$ cat config.mk
export PLATFORM = sky130hd
export DESIGN_NAME = capture_timer
export DESIGN_NICKNAME = d
export VERILOG_FILES = /design/src/capture_timer_pkg.sv /design/src/capture_timer.sv /design/src/edge_filter.sv
export VERILOG_INCLUDE_DIRS = /design/src
export SDC_FILE = /design/constraint.sdc
export NUM_CORES = 1
export LEC_CHECK = 0
export BUFFER_PORTS_ARGS = -buffer_cell sky130_fd_sc_hd__buf_2
export CAP_MARGIN = 20
export CORE_MARGIN = 2
export CORE_UTILIZATION = 30
export DETAILED_ROUTE_END_ITERATION = 16
export SETUP_SLACK_MARGIN = 0.5
export SLEW_MARGIN = 20
export SYNTH_ARGS = -nofsm -noshare
export SYNTH_HDL_FRONTEND = slang
export SYNTH_HIERARCHICAL = 1
export SYNTH_SLANG_ARGS = --single-unit
$ cat constraint.sdc
create_clock -name clk_i -period 2.75 [get_ports clk_i]
set_clock_uncertainty 0.1 [all_clocks]
set_input_delay 0.825 -clock clk_i [delete_from_list [all_inputs] [get_ports clk_i]]
set_output_delay 0.825 -clock clk_i [all_outputs]
set_load 0.03 [all_outputs]
$ cat src/capture_timer_consts.svh
// Constants for the capture timer: register offsets, field positions,
// reset values and encodings. Included by the capture timer core module.
// Assumes a 32-bit classic Wishbone register bus with byte addresses.
//
// Notes on behaviour
// - One-shot output works only in free-running or input-a-start modes.
// - With input-a edge as count clock, captures triggered by input a are blocked.
// - Counter latched on count-clock fall; capture interrupt on the next rise.
// - Reverse-phase capture into register a raises no interrupt a.
// - In reverse phase, input-b edge captures nothing but raises interrupt a.
// - First start after reset treats a high input as a rising edge.
// - Restart after a stop reports no spurious rising edge.
// - Input a used as count clock is sampled on the base clock.
// - Input used as capture trigger is sampled on the prescaled count clock, also when input a drives the count.
// - An edge is recognized after two consecutive samples at the new level.
// - Both capture inputs are ignored while the timer is stopped.
`ifndef CAPTURE_TIMER_CONSTS_SVH
`define CAPTURE_TIMER_CONSTS_SVH

// Register byte offsets
`define CT_OFS_CTRL      8'h00
`define CT_OFS_COUNT     8'h04
`define CT_OFS_CAP_A     8'h08
`define CT_OFS_CAP_B     8'h0C
`define CT_OFS_STATUS    8'h10
`define CT_OFS_MASK      8'h14
`define CT_OFS_TRIG      8'h18

// Control field positions
`define CT_OP_LO         0
`define CT_OP_HI         1
`define CT_PRM_LSB       2
`define CT_ESA_LSB       4
`define CT_ESB_LSB       6
`define CT_PHASE         8
`define CT_CAPA_EN       9
`define CT_CAPB_EN       10
`define CT_EXT_CLK       11
`define CT_OS_EN         12
`define CT_CTRL_W        13

// Status and mask bit positions
`define CT_IRQ_A         0
`define CT_IRQ_B         1

// Reset values
`define CT_CTRL_RST      13'h0000
`define CT_CAP_RST       16'h0000
`define CT_MASK_RST      2'h0

// Operating modes
`define CT_MODE_STOP     2'h0
`define CT_MODE_A_START  2'h1
`define CT_MODE_FREE     2'h2
`define CT_MODE_MATCH    2'h3

// Edge selections
`define CT_ES_FALL       2'h0
`define CT_ES_RISE       2'h1
`define CT_ES_NONE       2'h2
`define CT_ES_BOTH       2'h3

`endif

$ cat src/capture_timer_pkg.sv
// Types shared by the capture timer design files.
// Field order of ctrl_s matches the control field positions.
package capture_timer_pkg;

   typedef logic [15:0] count_t;

   typedef struct packed {
      logic       os_en;
      logic       ext_clk;
      logic       capb_en;
      logic       capa_en;
      logic       phase;
      logic [1:0] esb;
      logic [1:0] esa;
      logic [1:0] prm;
      logic [1:0] op_mode;
   } ctrl_s;

   typedef struct packed {
      logic rise;
      logic fall;
   } edges_s;

endpackage : capture_timer_pkg

$ cat src/capture_timer.sv
// Capture timer core: 16-bit counter, two capture/compare registers,
// filtered capture inputs, one-shot output and a Wishbone register slave.
// Assumes asynchronous pins on the capture inputs and one clock domain.
`timescale 1ns/1ps
`include "capture_timer_consts.svh"
module capture_timer
   import capture_timer_pkg::*;
(
   input  wire logic        clk_i,
   input  wire logic        rst_i,
   input  wire logic        wb_cyc_i,
   input  wire logic        wb_stb_i,
   input  wire logic        wb_we_i,
   input  wire logic [7:0]  wb_adr_i,
   input  wire logic [3:0]  wb_sel_i,
   input  wire logic [31:0] wb_dat_i,
   output logic      [31:0] wb_dat_o,
   output logic             wb_ack_o,
   input  wire logic        capture_input_a_i,
   input  wire logic        capture_input_b_i,
   output logic             pulse_o,
   output logic             irq_o
);

   ////////////////////////////////////////////////////////////////////////
   // Declarations

   ctrl_s       ctrl_reg;
   count_t      timer_count_value;
   count_t      capture_compare_reg_a;
   count_t      capture_compare_reg_b;
   logic [1:0]  status_reg;
   logic [1:0]  mask_reg;
   logic        ack_reg;
   logic [31:0] dat_reg;
   logic        pulse_reg;
   logic        irq_reg;
   logic        armed_reg;
   logic        started_reg;
   logic [1:0]  a_sync_reg;
   logic [1:0]  b_sync_reg;
   logic [2:0]  div_reg;
   logic        cclk_reg;
   logic        cap_a_pend_reg;
   logic        cap_b_pend_reg;
   logic        capture_irq_a;
   logic        capture_irq_b;
   logic        irq_a_pend_reg;
   logic        irq_b_pend_reg;
   logic        wr_fire;
   logic        rd_start;
   logic        run;
   logic        half_tick;
   logic        rise_tick;
   logic        fall_tick;
   logic        cnt_tick;
   logic        samp_en_a;
   edges_s      edges_a;
   edges_s      edges_b;
   logic        valid_a;
   logic        rev_a;
   logic        valid_b;
   logic        trig_cap_a;
   logic        trig_cap_b;
   logic        direct_irq_a;
   logic        os_mode_ok;
   logic        os_go;
   logic [2:0]  half_period;
   logic [31:0] rdata;
   logic [31:0] ctrl_wdata;

   ////////////////////////////////////////////////////////////////////////
   // Helpers

   function automatic logic [31:0] merge(input logic [31:0] old_v,
                                         input logic [31:0] new_v,
                                         input logic [3:0]  sel);
      logic [31:0] res;
      res = old_v;
      for (int i = 0; i < 4; i++) begin
         if (sel[i]) begin
            res[8*i +: 8] = new_v[8*i +: 8];
         end
      end
      return res;
   endfunction : merge

   function automatic logic edge_match(input logic [1:0] es, input edges_s e);
      logic hit;
      case (es)
         `CT_ES_FALL: hit = e.fall;
         `CT_ES_RISE: hit = e.rise;
         `CT_ES_BOTH: hit = e.rise | e.fall;
         default:     hit = 1'b0;
      endcase
      return hit;
   endfunction : edge_match

   ////////////////////////////////////////////////////////////////////////
   // Wishbone slave: ack one cycle after the strobe; writes land with ack

   assign wr_fire  = wb_cyc_i & wb_stb_i & wb_we_i & ack_reg;
   assign rd_start = wb_cyc_i & wb_stb_i & ~ack_reg;

   always_comb begin
      rdata = 32'h0000_0000;
      case (wb_adr_i)
         `CT_OFS_CTRL:   rdata[`CT_CTRL_W-1:0] = ctrl_reg;
         `CT_OFS_COUNT:  rdata[15:0] = timer_count_value;
         `CT_OFS_CAP_A:  rdata[15:0] = capture_compare_reg_a;
         `CT_OFS_CAP_B:  rdata[15:0] = capture_compare_reg_b;
         `CT_OFS_STATUS: rdata[1:0] = status_reg;
         `CT_OFS_MASK:   rdata[1:0] = mask_reg;
         `CT_OFS_TRIG:   rdata[0] = pulse_reg;
         default:        rdata = 32'h0000_0000;
      endcase
   end

   always_ff @(posedge clk_i) begin
      if (rst_i) begin
         ack_reg <= 1'b0;
         dat_reg <= 32'h0000_0000;
      end else begin
         ack_reg <= rd_start;
         if (rd_start) begin
            dat_reg <= rdata;
         end
      end
   end

   assign wb_ack_o   = ack_reg;
   assign wb_dat_o   = dat_reg;
   assign ctrl_wdata = merge({19'h0, ctrl_reg}, wb_dat_i, wb_sel_i);

   always_ff @(posedge clk_i) begin
      if (rst_i) begin
         ctrl_reg <= `CT_CTRL_RST;
         mask_reg <= `CT_MASK_RST;
      end else if (wr_fire) begin
         if (wb_adr_i == `CT_OFS_CTRL) begin
            ctrl_reg <= ctrl_s'(ctrl_wdata[`CT_CTRL_W-1:0]);
         end
         if (wb_adr_i == `CT_OFS_MASK && wb_sel_i[0]) begin
            mask_reg <= wb_dat_i[1:0];
         end
      end
   end

   ////////////////////////////////////////////////////////////////////////
   // Pin synchronisers, prescaler and count clock edges

   always_ff @(posedge clk_i) begin
      if (rst_i) begin
         a_sync_reg <= 2'h0;
         b_sync_reg <= 2'h0;
      end else begin
         a_sync_reg <= {a_sync_reg[0], capture_input_a_i};
         b_sync_reg <= {b_sync_reg[0], capture_input_b_i};
      end
   end

   assign run         = ctrl_reg.op_mode != `CT_MODE_STOP;
   assign half_period = 3'((4'h1 << ctrl_reg.prm) - 4'h1);
   assign half_tick   = run && div_reg == half_period;
   assign rise_tick   = half_tick & ~cclk_reg;
   assign fall_tick   = half_tick & cclk_reg;

   always_ff @(posedge clk_i) begin
      if (rst_i || !run) begin
         div_reg  <= 3'h0;
         cclk_reg <= 1'b0;
      end else if (half_tick) begin
         div_reg  <= 3'h0;
         cclk_reg <= ~cclk_reg;
      end else begin
         div_reg <= div_reg + 3'h1;
      end
   end

   // Input a sampled on the base clock when it drives the count
   assign samp_en_a = ctrl_reg.ext_clk ? 1'b1 : rise_tick;

   edge_filter u_filter_a (
      .clk_i       (clk_i),
      .rst_i       (rst_i),
      .pin_i       (a_sync_reg[1]),
      .sample_en_i (samp_en_a),
      .run_i       (run),
      .edges_o     (edges_a)
   );

   edge_filter u_filter_b (
      .clk_i       (clk_i),
      .rst_i       (rst_i),
      .pin_i       (b_sync_reg[1]),
      .sample_en_i (rise_tick),
      .run_i       (run),
      .edges_o     (edges_b)
   );

   assign valid_a = edge_match(ctrl_reg.esa, edges_a);
   assign rev_a   = edge_match(ctrl_reg.esa ^ 2'h1, edges_a) & ~ctrl_reg.esa[1];
   assign valid_b = edge_match(ctrl_reg.esb, edges_b);

   ////////////////////////////////////////////////////////////////////////
   // Capture triggers and capture pipeline

   assign trig_cap_b   = valid_a & ctrl_reg.capb_en & ~ctrl_reg.ext_clk;
   assign trig_cap_a   = ctrl_reg.capa_en &
                         (ctrl_reg.phase ? rev_a & ~ctrl_reg.ext_clk
                                         : valid_b);
   assign direct_irq_a = ctrl_reg.phase & valid_b;

   always_ff @(posedge clk_i) begin
      if (rst_i) begin
         cap_a_pend_reg <= 1'b0;
         cap_b_pend_reg <= 1'b0;
         irq_a_pend_reg <= 1'b0;
         irq_b_pend_reg <= 1'b0;
         capture_irq_a  <= 1'b0;
         capture_irq_b  <= 1'b0;
      end else begin
         capture_irq_a <= irq_a_pend_reg & rise_tick;
         capture_irq_b <= irq_b_pend_reg & rise_tick;
         if (trig_cap_a) begin
            cap_a_pend_reg <= 1'b1;
         end else if (fall_tick) begin
            cap_a_pend_reg <= 1'b0;
         end
         if (trig_cap_b) begin
            cap_b_pend_reg <= 1'b1;
         end else if (fall_tick) begin
            cap_b_pend_reg <= 1'b0;
         end
         // Reverse-phase latch into register a queues no interrupt
         if ((fall_tick && cap_a_pend_reg && !ctrl_reg.phase) || direct_irq_a) begin
            irq_a_pend_reg <= 1'b1;
         end else if (rise_tick) begin
            irq_a_pend_reg <= 1'b0;
         end
         if (fall_tick && cap_b_pend_reg) begin
            irq_b_pend_reg <= 1'b1;
         end else if (rise_tick) begin
            irq_b_pend_reg <= 1'b0;
         end
      end
   end

   always_ff @(posedge clk_i) begin
      if (rst_i) begin
         capture_compare_reg_a <= `CT_CAP_RST;
         capture_compare_reg_b <= `CT_CAP_RST;
      end else begin
         if (fall_tick && cap_a_pend_reg) begin
            capture_compare_reg_a <= timer_count_value;
         end else if (wr_fire && wb_adr_i == `CT_OFS_CAP_A) begin
            capture_compare_reg_a <= 16'(merge({16'h0, capture_compare_reg_a},
                                               wb_dat_i, wb_sel_i));
         end
         if (fall_tick && cap_b_pend_reg) begin
            capture_compare_reg_b <= timer_count_value;
         end else if (wr_fire && wb_adr_i == `CT_OFS_CAP_B) begin
            capture_compare_reg_b <= 16'(merge({16'h0, capture_compare_reg_b},
                                               wb_dat_i, wb_sel_i));
         end
      end
   end

   ////////////////////////////////////////////////////////////////////////
   // Counter

   assign cnt_tick = ctrl_reg.ext_clk ? valid_a : rise_tick;

   always_ff @(posedge clk_i) begin
      if (rst_i || !run) begin
         timer_count_value <= 16'h0000;
         started_reg       <= 1'b0;
      end else begin
         case (ctrl_reg.op_mode)
            `CT_MODE_A_START: begin
               if (valid_a) begin
                  started_reg       <= 1'b1;
                  timer_count_value <= 16'h0000;
               end else if (cnt_tick && started_reg) begin
                  timer_count_value <= timer_count_value + 16'h0001;
               end
            end
            `CT_MODE_MATCH: begin
               if (cnt_tick) begin
                  timer_count_value <= (timer_count_value == capture_compare_reg_a)
                                       ? 16'h0000 : timer_count_value + 16'h0001;
               end
            end
            default: begin
               if (cnt_tick) begin
                  timer_count_value <= timer_count_value + 16'h0001;
               end
            end
         endcase
      end
   end

   ////////////////////////////////////////////////////////////////////////
   // One-shot output: active from match b to match a after a trigger

   assign os_mode_ok = ctrl_reg.os_en && (ctrl_reg.op_mode == `CT_MODE_FREE ||
                       ctrl_reg.op_mode == `CT_MODE_A_START);
   assign os_go      = (wr_fire && wb_adr_i == `CT_OFS_TRIG && wb_sel_i[0] &&
                        wb_dat_i[0]) ||
                       (ctrl_reg.op_mode == `CT_MODE_A_START && valid_a);

   always_ff @(posedge clk_i) begin
      if (rst_i || !os_mode_ok) begin
         armed_reg <= 1'b0;
         pulse_reg <= 1'b0;
      end else if (os_go && !armed_reg) begin
         armed_reg <= 1'b1;
      end else if (armed_reg && cnt_tick) begin
         if (timer_count_value == capture_compare_reg_a && pulse_reg) begin
            pulse_reg <= 1'b0;
            armed_reg <= 1'b0;
         end else if (timer_count_value == capture_compare_reg_b) begin
            pulse_reg <= 1'b1;
         end
      end
   end

   assign pulse_o = pulse_reg;

   ////////////////////////////////////////////////////////////////////////
   // Interrupt status, mask and output; a new event beats a clear

   always_ff @(posedge clk_i) begin
      if (rst_i) begin
         status_reg <= 2'h0;
         irq_reg    <= 1'b0;
      end else begin
         status_reg <= (status_reg & ~((wr_fire && wb_adr_i == `CT_OFS_STATUS &&
                                        wb_sel_i[0]) ? wb_dat_i[1:0] : 2'h0))
                       | {capture_irq_b, capture_irq_a};
         irq_reg    <= |(status_reg & mask_reg);
      end
   end

   assign irq_o = irq_reg;
endmodule : capture_timer

$ cat src/edge_filter.sv
// Noise filter and edge detector for one capture input.
// Assumes pin_i is already synchronised to clk_i.
`timescale 1ns/1ps
module edge_filter
   import capture_timer_pkg::*;
(
   input  wire logic   clk_i,
   input  wire logic   rst_i,
   input  wire logic   pin_i,
   input  wire logic   sample_en_i,
   input  wire logic   run_i,
   output edges_s      edges_o
);

   logic   fresh_reg;
   logic   prev_reg;
   logic   level_reg;
   edges_s edges_reg;

   assign edges_o = edges_reg;

   always_ff @(posedge clk_i) begin
      if (rst_i) begin
         fresh_reg <= 1'b1;
         prev_reg  <= 1'b0;
         level_reg <= 1'b0;
         edges_reg <= '0;
      end else if (!run_i) begin
         // Inputs ignored while stopped; before the first start the level
         // stays low so a high pin shows as a rise, later it tracks the pin
         edges_reg <= '0;
         prev_reg  <= fresh_reg ? 1'b0 : pin_i;
         level_reg <= fresh_reg ? 1'b0 : pin_i;
      end else begin
         fresh_reg <= 1'b0;
         edges_reg <= '0;
         if (sample_en_i) begin
            prev_reg <= pin_i;
            if (prev_reg == pin_i && pin_i != level_reg) begin
               level_reg      <= pin_i;
               edges_reg.rise <= pin_i;
               edges_reg.fall <= ~pin_i;
            end
         end
      end
   end
endmodule : edge_filter

==> results of run 1 <==
## repair_timing
action,4_1_cts,5_1_grt
pin swaps,34,15
hold buffers,0,0
cloned,2,1
buffers inserted,6,8
setup endpoints to repair,81,83
resized for setup,42,42
## cell families after synthesis
logic type | synth area share (%)
multiplexers | 10.6
flip-flops | 38.4
buffers and inverters | 6.24
XOR/XNOR | 5.19
AND/OR/NAND/NOR | 19.5
other | 0.0654
adder cells (fa/ha/maj) | 1.09
AO/OA/AOI/OAI | 18.9
## placed cells by master (no fill, tap or decap), types with 6 or more instances in the layout
| master | Yosys | final |
|---|---|---|
| xor2_1 | 32 | 32 |
| o22ai_1 | 7 | 7 |
| clkbuf_16 | 0 | 9 |
| a211oi_1 | 34 | 33 |
| mux2i_1 | 50 | 48 |
| nand4_1 | 7 | 7 |
| nand2b_1 | 7 | 7 |
| a21oi_2 | 2 | 14 |
| mux2_2 | 7 | 7 |
| buf_2 | 1 | 50 |
| nor2b_1 | 9 | 9 |
| nand2_1 | 28 | 26 |
| a22oi_2 | 0 | 9 |
| nand3_1 | 9 | 6 |
| conb_1 | 1 | 16 |
| nor2_4 | 0 | 6 |
| a22oi_1 | 31 | 22 |
| buf_6 | 2 | 12 |
| nor3_1 | 16 | 13 |
| buf_4 | 16 | 51 |
| nor3b_1 | 6 | 6 |
| nor4_1 | 14 | 8 |
| dfxtp_1 | 110 | 104 |
| inv_1 | 12 | 12 |
| nor2_1 | 104 | 100 |
| a21oi_1 | 40 | 28 |
## layout make-up
type | instances | area, µm²
Multi-Input combinational cell | 495 | 3580
Clock inverter | 4 | 45.0
Tap cell | 234 | 293
Inverter | 12 | 45.0
Clock buffer | 12 | 256
Timing Repair Buffer | 118 | 868
Sequential cell | 110 | 2210
Fill cell | 1895 | 11500
## worst paths after layout
check        slack [ns]             to     startpoint
max                0.33    wb_dat_o[6]    wb_adr_i[6]
min                0.34  b_sync_reg[1]  b_sync_reg[0]
max reg2reg        0.59        pulse_o    ctrl_reg[2]
min reg2reg        0.34  b_sync_reg[1]  b_sync_reg[0]
## critical path, cell delays in order
cell,delay (ns)
buf_6,0.09
or4_4,0.58
buf_6,0.16
nor4b_4,0.25
buf_4,0.17
buf_6,0.13
a22oi_2,0.08
a21oi_2,0.16
a21oi_1,0.06
nor2_1,0.12
## metrics by stage
| step | hold slack, ns | std cells | setup slack (ns) | util [%] | setup TNS (ns) |
|---|---|---|---|---|---|
| after floorplan | 0.313 | 680 | -0.0844 | - | -0.757 |
| after global placement | 0.319 | 952 | -0.131 | 34.9 | -1.23 |
| after detailed placement | 0.326 | 952 | -0.132 | 34.9 | -1.32 |
| after CTS | 0.342 | 976 | 0.315 | 37.6 | 0 |
| after global routing | 0.352 | 985 | 0.226 | 38.9 | 0 |
| final | 0.340 | 985 | 0.326 | 38.9 | 0 |
## power groups by stage
stage          combinational, W  clock (W)  sequential [W]
2_1_floorplan         0.0000938          0         0.00164
5_1_grt                0.000164    0.00144         0.00160
3_5_place_dp           0.000141          0         0.00164
3_3_place_gp           0.000142          0         0.00164
6_report               0.000154    0.00136         0.00160
4_1_cts                0.000150    0.00138         0.00160
## routing by layer
layer / vias to the layer above / routed length (µm) / GRT usage [%]
met1: 2472 / 7970 / 23.2
met5: - / 0 / 0
met3: 20 / 982 / 3.70
met2: 150 / 7920 / 26.4
met4: 0 / 272 / 5.05
li1: 2523 / - / -
## Yosys cell counts (3+ instances only)
| library cell | instances | area (µm²) |
|---|---|---|
| a211oi_2 | 4 | 50.1 |
| a22o_1 | 4 | 35.0 |
| or3_1 | 3 | 18.8 |
| nand2b_1 | 7 | 43.8 |
| a221o_1 | 5 | 50.1 |
| a21oi_1 | 40 | 200 |
| o21bai_1 | 3 | 22.5 |
| nor2_1 | 104 | 390 |
| nor2_2 | 5 | 31.3 |
| nor4_1 | 14 | 87.6 |
| o211ai_1 | 3 | 22.5 |
| inv_1 | 12 | 45.0 |
| buf_1 | 5 | 18.8 |
| mux2_2 | 7 | 78.8 |
| nor3b_1 | 6 | 45.0 |
| nand3_1 | 9 | 45.0 |
| a22oi_1 | 31 | 233 |
| a21o_1 | 4 | 30.0 |
| buf_4 | 16 | 120 |
| clkbuf_1 | 39 | 146 |
| mux2i_1 | 50 | 500 |
| nand2_1 | 28 | 105 |
| o22ai_1 | 7 | 43.8 |
| o21ai_0 | 7 | 35.0 |
| or2_2 | 3 | 18.8 |
| xor2_1 | 32 | 280 |
| a211oi_1 | 34 | 255 |
| ha_1 | 5 | 62.6 |
| dfxtp_1 | 110 | 2200 |
| nor2b_1 | 9 | 56.3 |
| nand4_1 | 7 | 43.8 |
| nor3_1 | 16 | 80.1 |
==> results.yml, run 1 <==
finish:
  drive_above_1_share_pct: 29.3
  insertedDiodeCount: 0
  nets: 802
  final_area_um2: 7300
  synthToLayoutAreaGrowth_pct: 27.1
detailed_routing:
  num_vias: 5165
  drc: 0
  dr.pass1.iters: 5
  wl_mm: 17.1
  drt_iter0_markers: 345
  ant_nets: 0
  wl_per_cell_um: 17.4
  vias_per_cell: 5.24
floorplanning:
  core_um2: 18800
  die_y_um: 142
  rows: 50
  start_util_pct: 30.6
  fp.dieArea_um2: 20200
  die_width_um: 142
  io_pins: 86
power:
  total_power_w: 0.00311
  leakagePower_nw: 2.91
  seqPwrFrac_pct: 51.4
  combPwrFrac_pct: 4.9
  p_sw_w: 0.000719
  power_frac_clock_pct: 43.6
  sw_frac_of_total_pct: 23.1
  internal_power_w: 0.00239
  ir_drop_v: 0.000269
  p_per_area_nw_per_um2: 426
synthesis:
  async_flop_share_pct: 0
  ys_seq_area_share_pct: 38.4
  synth_warnings: 6
  synth_ff_type: "dfxtp_1"
  syn_avg_cell_area_um2: 8.63
  synthCells: 665
  ys_ff_latch: 110
  synth_edf_count: 0
  netlist-cell-type-count: 58
  synth_area_um2: 5740
sta:
  slew_headroom_pct: 33.6
  rsz0062_at_grt: "true"
  setup_viol: 0
  slew_violations: 0
  hold_viol_final: 0
  timing.fmax_mhz: 413
  max_slew.worst_pin.slew_ns: 0.996
  period_minus_slack_ns: 2.42
  period_share_pct: 88.1
place:
  port_buffers: 51
  place_hpwl_mm: 11.8
  placed_area_um2: 6540
  place.gp.congestion: 0.802
cts:
  ctsHtreeMaxLevel: 3
  cts_max_path_buffers: 2
  cts_tree: "done"
  path_clk_slew_ns: 0.07
  cts_num_sinks: 110
  cts_root_buf: "clkbuf_16"
  clock_latency_ns: 0.36
  cts_buffers: 9
job:
  maxCapViolCount: 0
worst_setup_path:
  rr_worst_depth: 8
  cp.arrival_ns: 2.62
  crit_type: "in2reg"
  cp-start-kind: "input pin"
  cp.required_ns: 2.94
  critPathMaxFanout: 5
  worstSetupEndpointType: "flip-flop"
grt:
  grt_antenna_before_repair: 0
  grt_util_all_layers_pct: 16.8
  grt_pass1_vias: 4843
  grt-ovfl-total: 0
  grt_max_degree: 88
  grt_pass1_wl_mm: 26.5
hold_path:
  hold_depth: 1
  hold_class: "reg2reg"
run_status:
  run_status: "finished clean"
Power figures use the tool's default switching activity.
==> run 2: changes to the inputs <==
Clock period 2.75 ns to 2.7 ns, I/O delays scaled along.
==> run 2 against run 1 <==
Effect of this change: hold slack worse by 0.0041 ns; clock-buffer cell count unchanged; global-route usage increased by 0.062 points; non-clock buffer count decreased by 6; sequential cell count unchanged; critical path depth shrank 3; combinational power about the same; largest cell class unchanged; clock power grew 10%; critical path type unchanged; final cell count shrank 0.61%.
==> results.yml, run 2 (synthesis results as in run 1) <==
finish:
  final_common_cell: "dfxtp_1"
  final_cells: 979
  nets: 796
  synthToLayoutAreaGrowth_pct: 26.6
  drive_above_1_share_pct: 28.3
  fill_cells: 1851
  final_cell_mix: "dfxtp_1 (102), nor2_1 (100), buf_2 (51), buf_4 (49), mux2i_1 (48)"
  insertedDiodeCount: 0
worst_setup_path:
  worstSetupEndpointType: "flip-flop"
  crit_slowest_cell: "or4_4"
  critical_path_buf_inv_count: 2
  r2r_start: "ctrl_reg[2]"
  cp_num_cells: 7
  cp-start-kind: "input pin"
  rr_worst_depth: 8
  cp_top_family: "simple AND/OR/NAND/NOR gates"
  cp.arrival_ns: 2.53
  critPathMaxFanout: 8
  reg2reg_slack_ns: 0.54
  crit_chain: "buf_6 > or4_4 > or3_1 > nor3_4 > buf_12 > mux2i_1 > a211oi_2"
  max_stage_delay_ns: 0.55
  reg2reg_to: "pulse_o"
  cp.required_ns: 2.80
  crit_type: "in2reg"
sta:
  timing.fmax_mhz: 412
  hold_viol_final: 0
  period_minus_slack_ns: 2.43
  rsz0062_at_grt: "true"
  slew_violations: 0
  setup_viol: 0
  period_share_pct: 89.9
  max_slew.worst_pin.slew_ns: 1.00
  slew_headroom_pct: 33.0
  fin_setup_tns_ns: 0
floorplanning:
  fp.dieArea_um2: 20200
  io_pins: 86
  rows: 50
  core_um2: 18800
  start_util_pct: 30.6
  die_y_um: 142
  die_width_um: 142
hold_path:
  hold_path_end: "b_sync_reg[1]"
  hold_depth: 1
  min-delay-start: "b_sync_reg[0]"
  hold_class: "reg2reg"
detailed_routing:
  drc: 0
  vias_per_cell: 5.28
  num_vias: 5172
  drt_iter0_markers: 355
  dr.pass1.iters: 5
  wl_per_cell_um: 17.6
  ant_nets: 0
  wl_mm: 17.2
power:
  ir_drop_v: 0.000299
  total_power_w: 0.00328
  p_per_area_nw_per_um2: 451
  leakagePower_nw: 2.89
place:
  place.gp.congestion: 0.818
  place_hpwl_mm: 11.9
  port_buffers: 51
  dp_cells: 949
cts:
  ctsHtreeMaxLevel: 3
  path_clk_slew_ns: 0.07
  cts_root_buf: "clkbuf_16"
  cts_tree: "done"
  clock_latency_ns: 0.36
  cts_hold_buf: 0
  cts_num_sinks: 110
  cts_max_path_buffers: 2
  cts_buffers: 9
grt:
  grt-ovfl-total: 0
  grt_antenna_before_repair: 0
  grt_pass1_wl_mm: 26.8
  grt_pass1_vias: 4767
  grt_max_degree: 88
  grt_util_all_layers_pct: 16.9
job:
  maxCapViolCount: 0
run_status:
  run_status: "finished clean"
[run 2: cell count changes in the layout (fill, tap and decap cells not counted), moves of 2 or more]
cell and delta:
clkinv_2 -3, buf_6 -5, nor4_4 +2, nor4_2 -2
a21oi_1 +3, buf_4 -2, a21oi_2 -3, dfxtp_1 -2
dfxtp_4 +2
[run 2: layout make-up]
class / instances / area (µm²) / share of cell area, %
clock inverter: 4 / 77.6 / 1.07
tap: 234 / 293 / 4.03
clock buffer: 12 / 256 / 3.53
sequential: 110 / 2220 / 30.6
inverter: 12 / 45.0 / 0.620
multi-input combinational: 495 / 3570 / 49.1
timing repair buffer: 112 / 802 / 11.0
[run 2: worst max path at each step]
stage                start                         to  slack (ns)
2_1_floorplan  wb_adr_i[6]  capture_compare_reg_b[10]       -0.12
3_3_place_gp   wb_adr_i[6]                wb_dat_o[8]       -0.23
3_5_place_dp   wb_adr_i[6]                wb_dat_o[8]       -0.27
4_1_cts        wb_adr_i[0]                wb_dat_o[2]        0.28
5_1_grt        wb_adr_i[0]                wb_dat_o[7]        0.20
6_report       wb_adr_i[0]   capture_compare_reg_b[9]        0.27
[run 2: repair_timing]
item                       4_1_cts  5_1_grt
gates cloned                     1        2
gates resized for setup         49       27
setup endpoints to repair       85       83
setup buffers                    6        5
pin swaps                       39       16
[run 2: through the flow]
stage               hold slack, ns  utilization, %  instance area, µm²  setup slack, ns
detailed placement           0.325            34.7                6520           -0.265
global route                 0.353            38.7                7260            0.204
CTS                          0.342            37.8                7100            0.276
finish                       0.336            38.7                7260            0.273
floorplan                    0.313               -                5850           -0.119
global placement             0.316            34.7                6520           -0.228
[run 2: metal layers]
metal,vias up,wire length (µm),track usage (%)
li1,2513,-,-
met1,2453,8000,24.6
met2,176,7850,26.5
met3,30,1100,2.93
met4,0,258,3.02
met5,-,0,0
[run 2: where the power goes]
group          leakage [nW]  internal (W)  switching [W]
Combinational          1.84     0.0000401       0.000115
Clock                 0.163      0.000871       0.000625
Sequential            0.892       0.00162     0.00000322
==> run 3: changes to the inputs <==
Settings changed: CTS_BUF_LIST from default to sky130_fd_sc_hd__clkbuf_4 sky130_fd_sc_hd__clkbuf_8 sky130_fd_sc_hd__clkbuf_16.
==> run 3 against run 2 <==
Effect of this change: sequential cell count unchanged; highest routed layer unchanged; first-iteration DRC count increased by 0.56%; die area unchanged; fmax increased by 0.19%; final area about the same; hold slack about the same; total power increased by 0.29%; largest cell class unchanged; setup slack improved by 0.0045 ns; combinational power about the same.
==> results.yml, run 3 (synthesis results as in run 1) <==
run_status:
  run_status: "finished clean"
place:
  place.gp.congestion: 0.818
  place_hpwl_mm: 11.9
  dp_cells: 949
  port_buffers: 51
sta:
  period_minus_slack_ns: 2.42
  timing.fmax_mhz: 413
  setup_viol: 0
  period_share_pct: 89.7
  max_slew.worst_pin.slew_ns: 0.982
  hold_viol_final: 0
  slew_violations: 0
  rsz0062_at_grt: "true"
  slew_headroom_pct: 34.6
worst_setup_path:
  critPathMaxFanout: 6
  cp.required_ns: 2.89
  cp-start-kind: "input pin"
  worstSetupEndpointType: "flip-flop"
  crit_type: "in2reg"
  reg2reg_slack_ns: 0.55
  cp.arrival_ns: 2.61
detailed_routing:
  dr.pass1.iters: 7
  num_vias: 5169
  drc: 0
  vias_per_cell: 5.28
  wl_per_cell_um: 17.5
  drt_iter0_markers: 357
  ant_nets: 0
  wl_mm: 17.1
grt:
  grt_max_degree: 88
  grt-ovfl-total: 0
  grt_antenna_before_repair: 0
  grt_pass1_vias: 4767
  grt_util_all_layers_pct: 16.9
  grt_pass1_wl_mm: 26.8
cts:
  cts_root_buf: "clkbuf_16"
  path_clk_slew_ns: 0.07
  cts_hold_buf: 0
  cts_tree: "done"
  clock_latency_ns: 0.36
  cts_max_path_buffers: 2
  ctsHtreeMaxLevel: 3
  cts_num_sinks: 110
  cts_buffers: 9
floorplanning:
  core_um2: 18800
  start_util_pct: 30.6
  io_pins: 86
  die_width_um: 142
  rows: 50
  die_y_um: 142
  fp.dieArea_um2: 20200
power:
  p_per_area_nw_per_um2: 452
  combPwrFrac_pct: 4.7
  seqPwrFrac_pct: 49.5
  internal_power_w: 0.00254
  p_sw_w: 0.000743
  power_frac_clock_pct: 45.8
  ir_drop_v: 0.000300
  leakagePower_nw: 2.90
  sw_frac_of_total_pct: 22.6
finish:
  final_util_pct: 38.7
  nets: 796
  final_cell_mix: "dfxtp_1 (102), nor2_1 (100), buf_2 (51), buf_4 (49), mux2i_1 (48)"
  final_common_cell: "dfxtp_1"
  drive_above_1_share_pct: 28.5
  synthToLayoutAreaGrowth_pct: 26.6
  final_cells: 979
  insertedDiodeCount: 0
job:
  maxCapViolCount: 0
hold_path:
  hold_class: "reg2reg"
[run 3: cell counts in the layout (fill, tap and decap cells not counted)]
No cell type changed its count.
[run 3: cell type report]
cell class	count	area (µm²)
clock buffers	12	260
clock inverters	4	77.6
fillers	1850	11500
inverters	12	45.0
multi-input cells	495	3570
flip-flops and latches	110	2220
well taps	234	293
repair buffers	112	802
[run 3: routing by layer]
| metal | global-route usage, % | up-vias | wire, µm |
|---|---|---|---|
| li1 | - | 2518 | - |
| met1 | 24.6 | 2459 | 8040 |
| met2 | 26.5 | 167 | 7830 |
| met3 | 2.93 | 25 | 1070 |
| met4 | 3.02 | 0 | 201 |
| met5 | 0 | - | 0 |
[run 3: power groups by stage]
| stage | clock network (W) | registers (W) | logic, W |
|---|---|---|---|
| 3_5_place_dp | 0 | 0.00167 | 0.000143 |
| 5_1_grt | 0.00159 | 0.00163 | 0.000166 |
| 2_1_floorplan | 0 | 0.00167 | 0.0000955 |
| 3_3_place_gp | 0 | 0.00167 | 0.000143 |
| 4_1_cts | 0.00153 | 0.00163 | 0.000152 |
| 6_report | 0.00151 | 0.00163 | 0.000154 |
[run 3: path summary, 6_finish.rpt]
kind / from / to / cells after the start
hold / removal: b_sync_reg[0] / b_sync_reg[1] / 1
hold reg to reg: b_sync_reg[0] / b_sync_reg[1] / 1
setup / recovery: wb_adr_i[0] / wb_dat_o[4] / 9
setup reg to reg: ctrl_reg[2] / pulse_o / 8
[run 3: through the flow]
step                      power, W  setup TNS (ns)  setup slack [ns]  instance area [µm²]  hold slack, ns
after global routing       0.00338               0             0.204                 7270           0.353
final                      0.00329               0             0.278                 7270           0.336
after global placement     0.00181           -4.59            -0.228                 6520           0.316
after CTS                  0.00331               0             0.276                 7100           0.342
after floorplan            0.00177           -1.40            -0.119                 5850           0.313
after detailed placement   0.00181           -5.51            -0.265                 6520           0.325
[run 3: repair_timing]
| item | CTS | global route |
|---|---|---|
| gates resized for setup | 49 | 27 |
| hold endpoints to repair | 0 | 0 |
| setup endpoints to repair | 85 | 83 |
| gates cloned | 1 | 2 |
| pin swaps | 39 | 16 |
| setup buffers | 6 | 5 |
[run 3: worst max-delay path, stage by stage]
cell and delay [ns]:
buf_6 0.09, or4_4 0.55, buf_6 0.16, nor4b_4 0.34
buf_6 0.22, a22oi_2 0.09, a21oi_2 0.18, a21oi_1 0.06
nor2_1 0.11
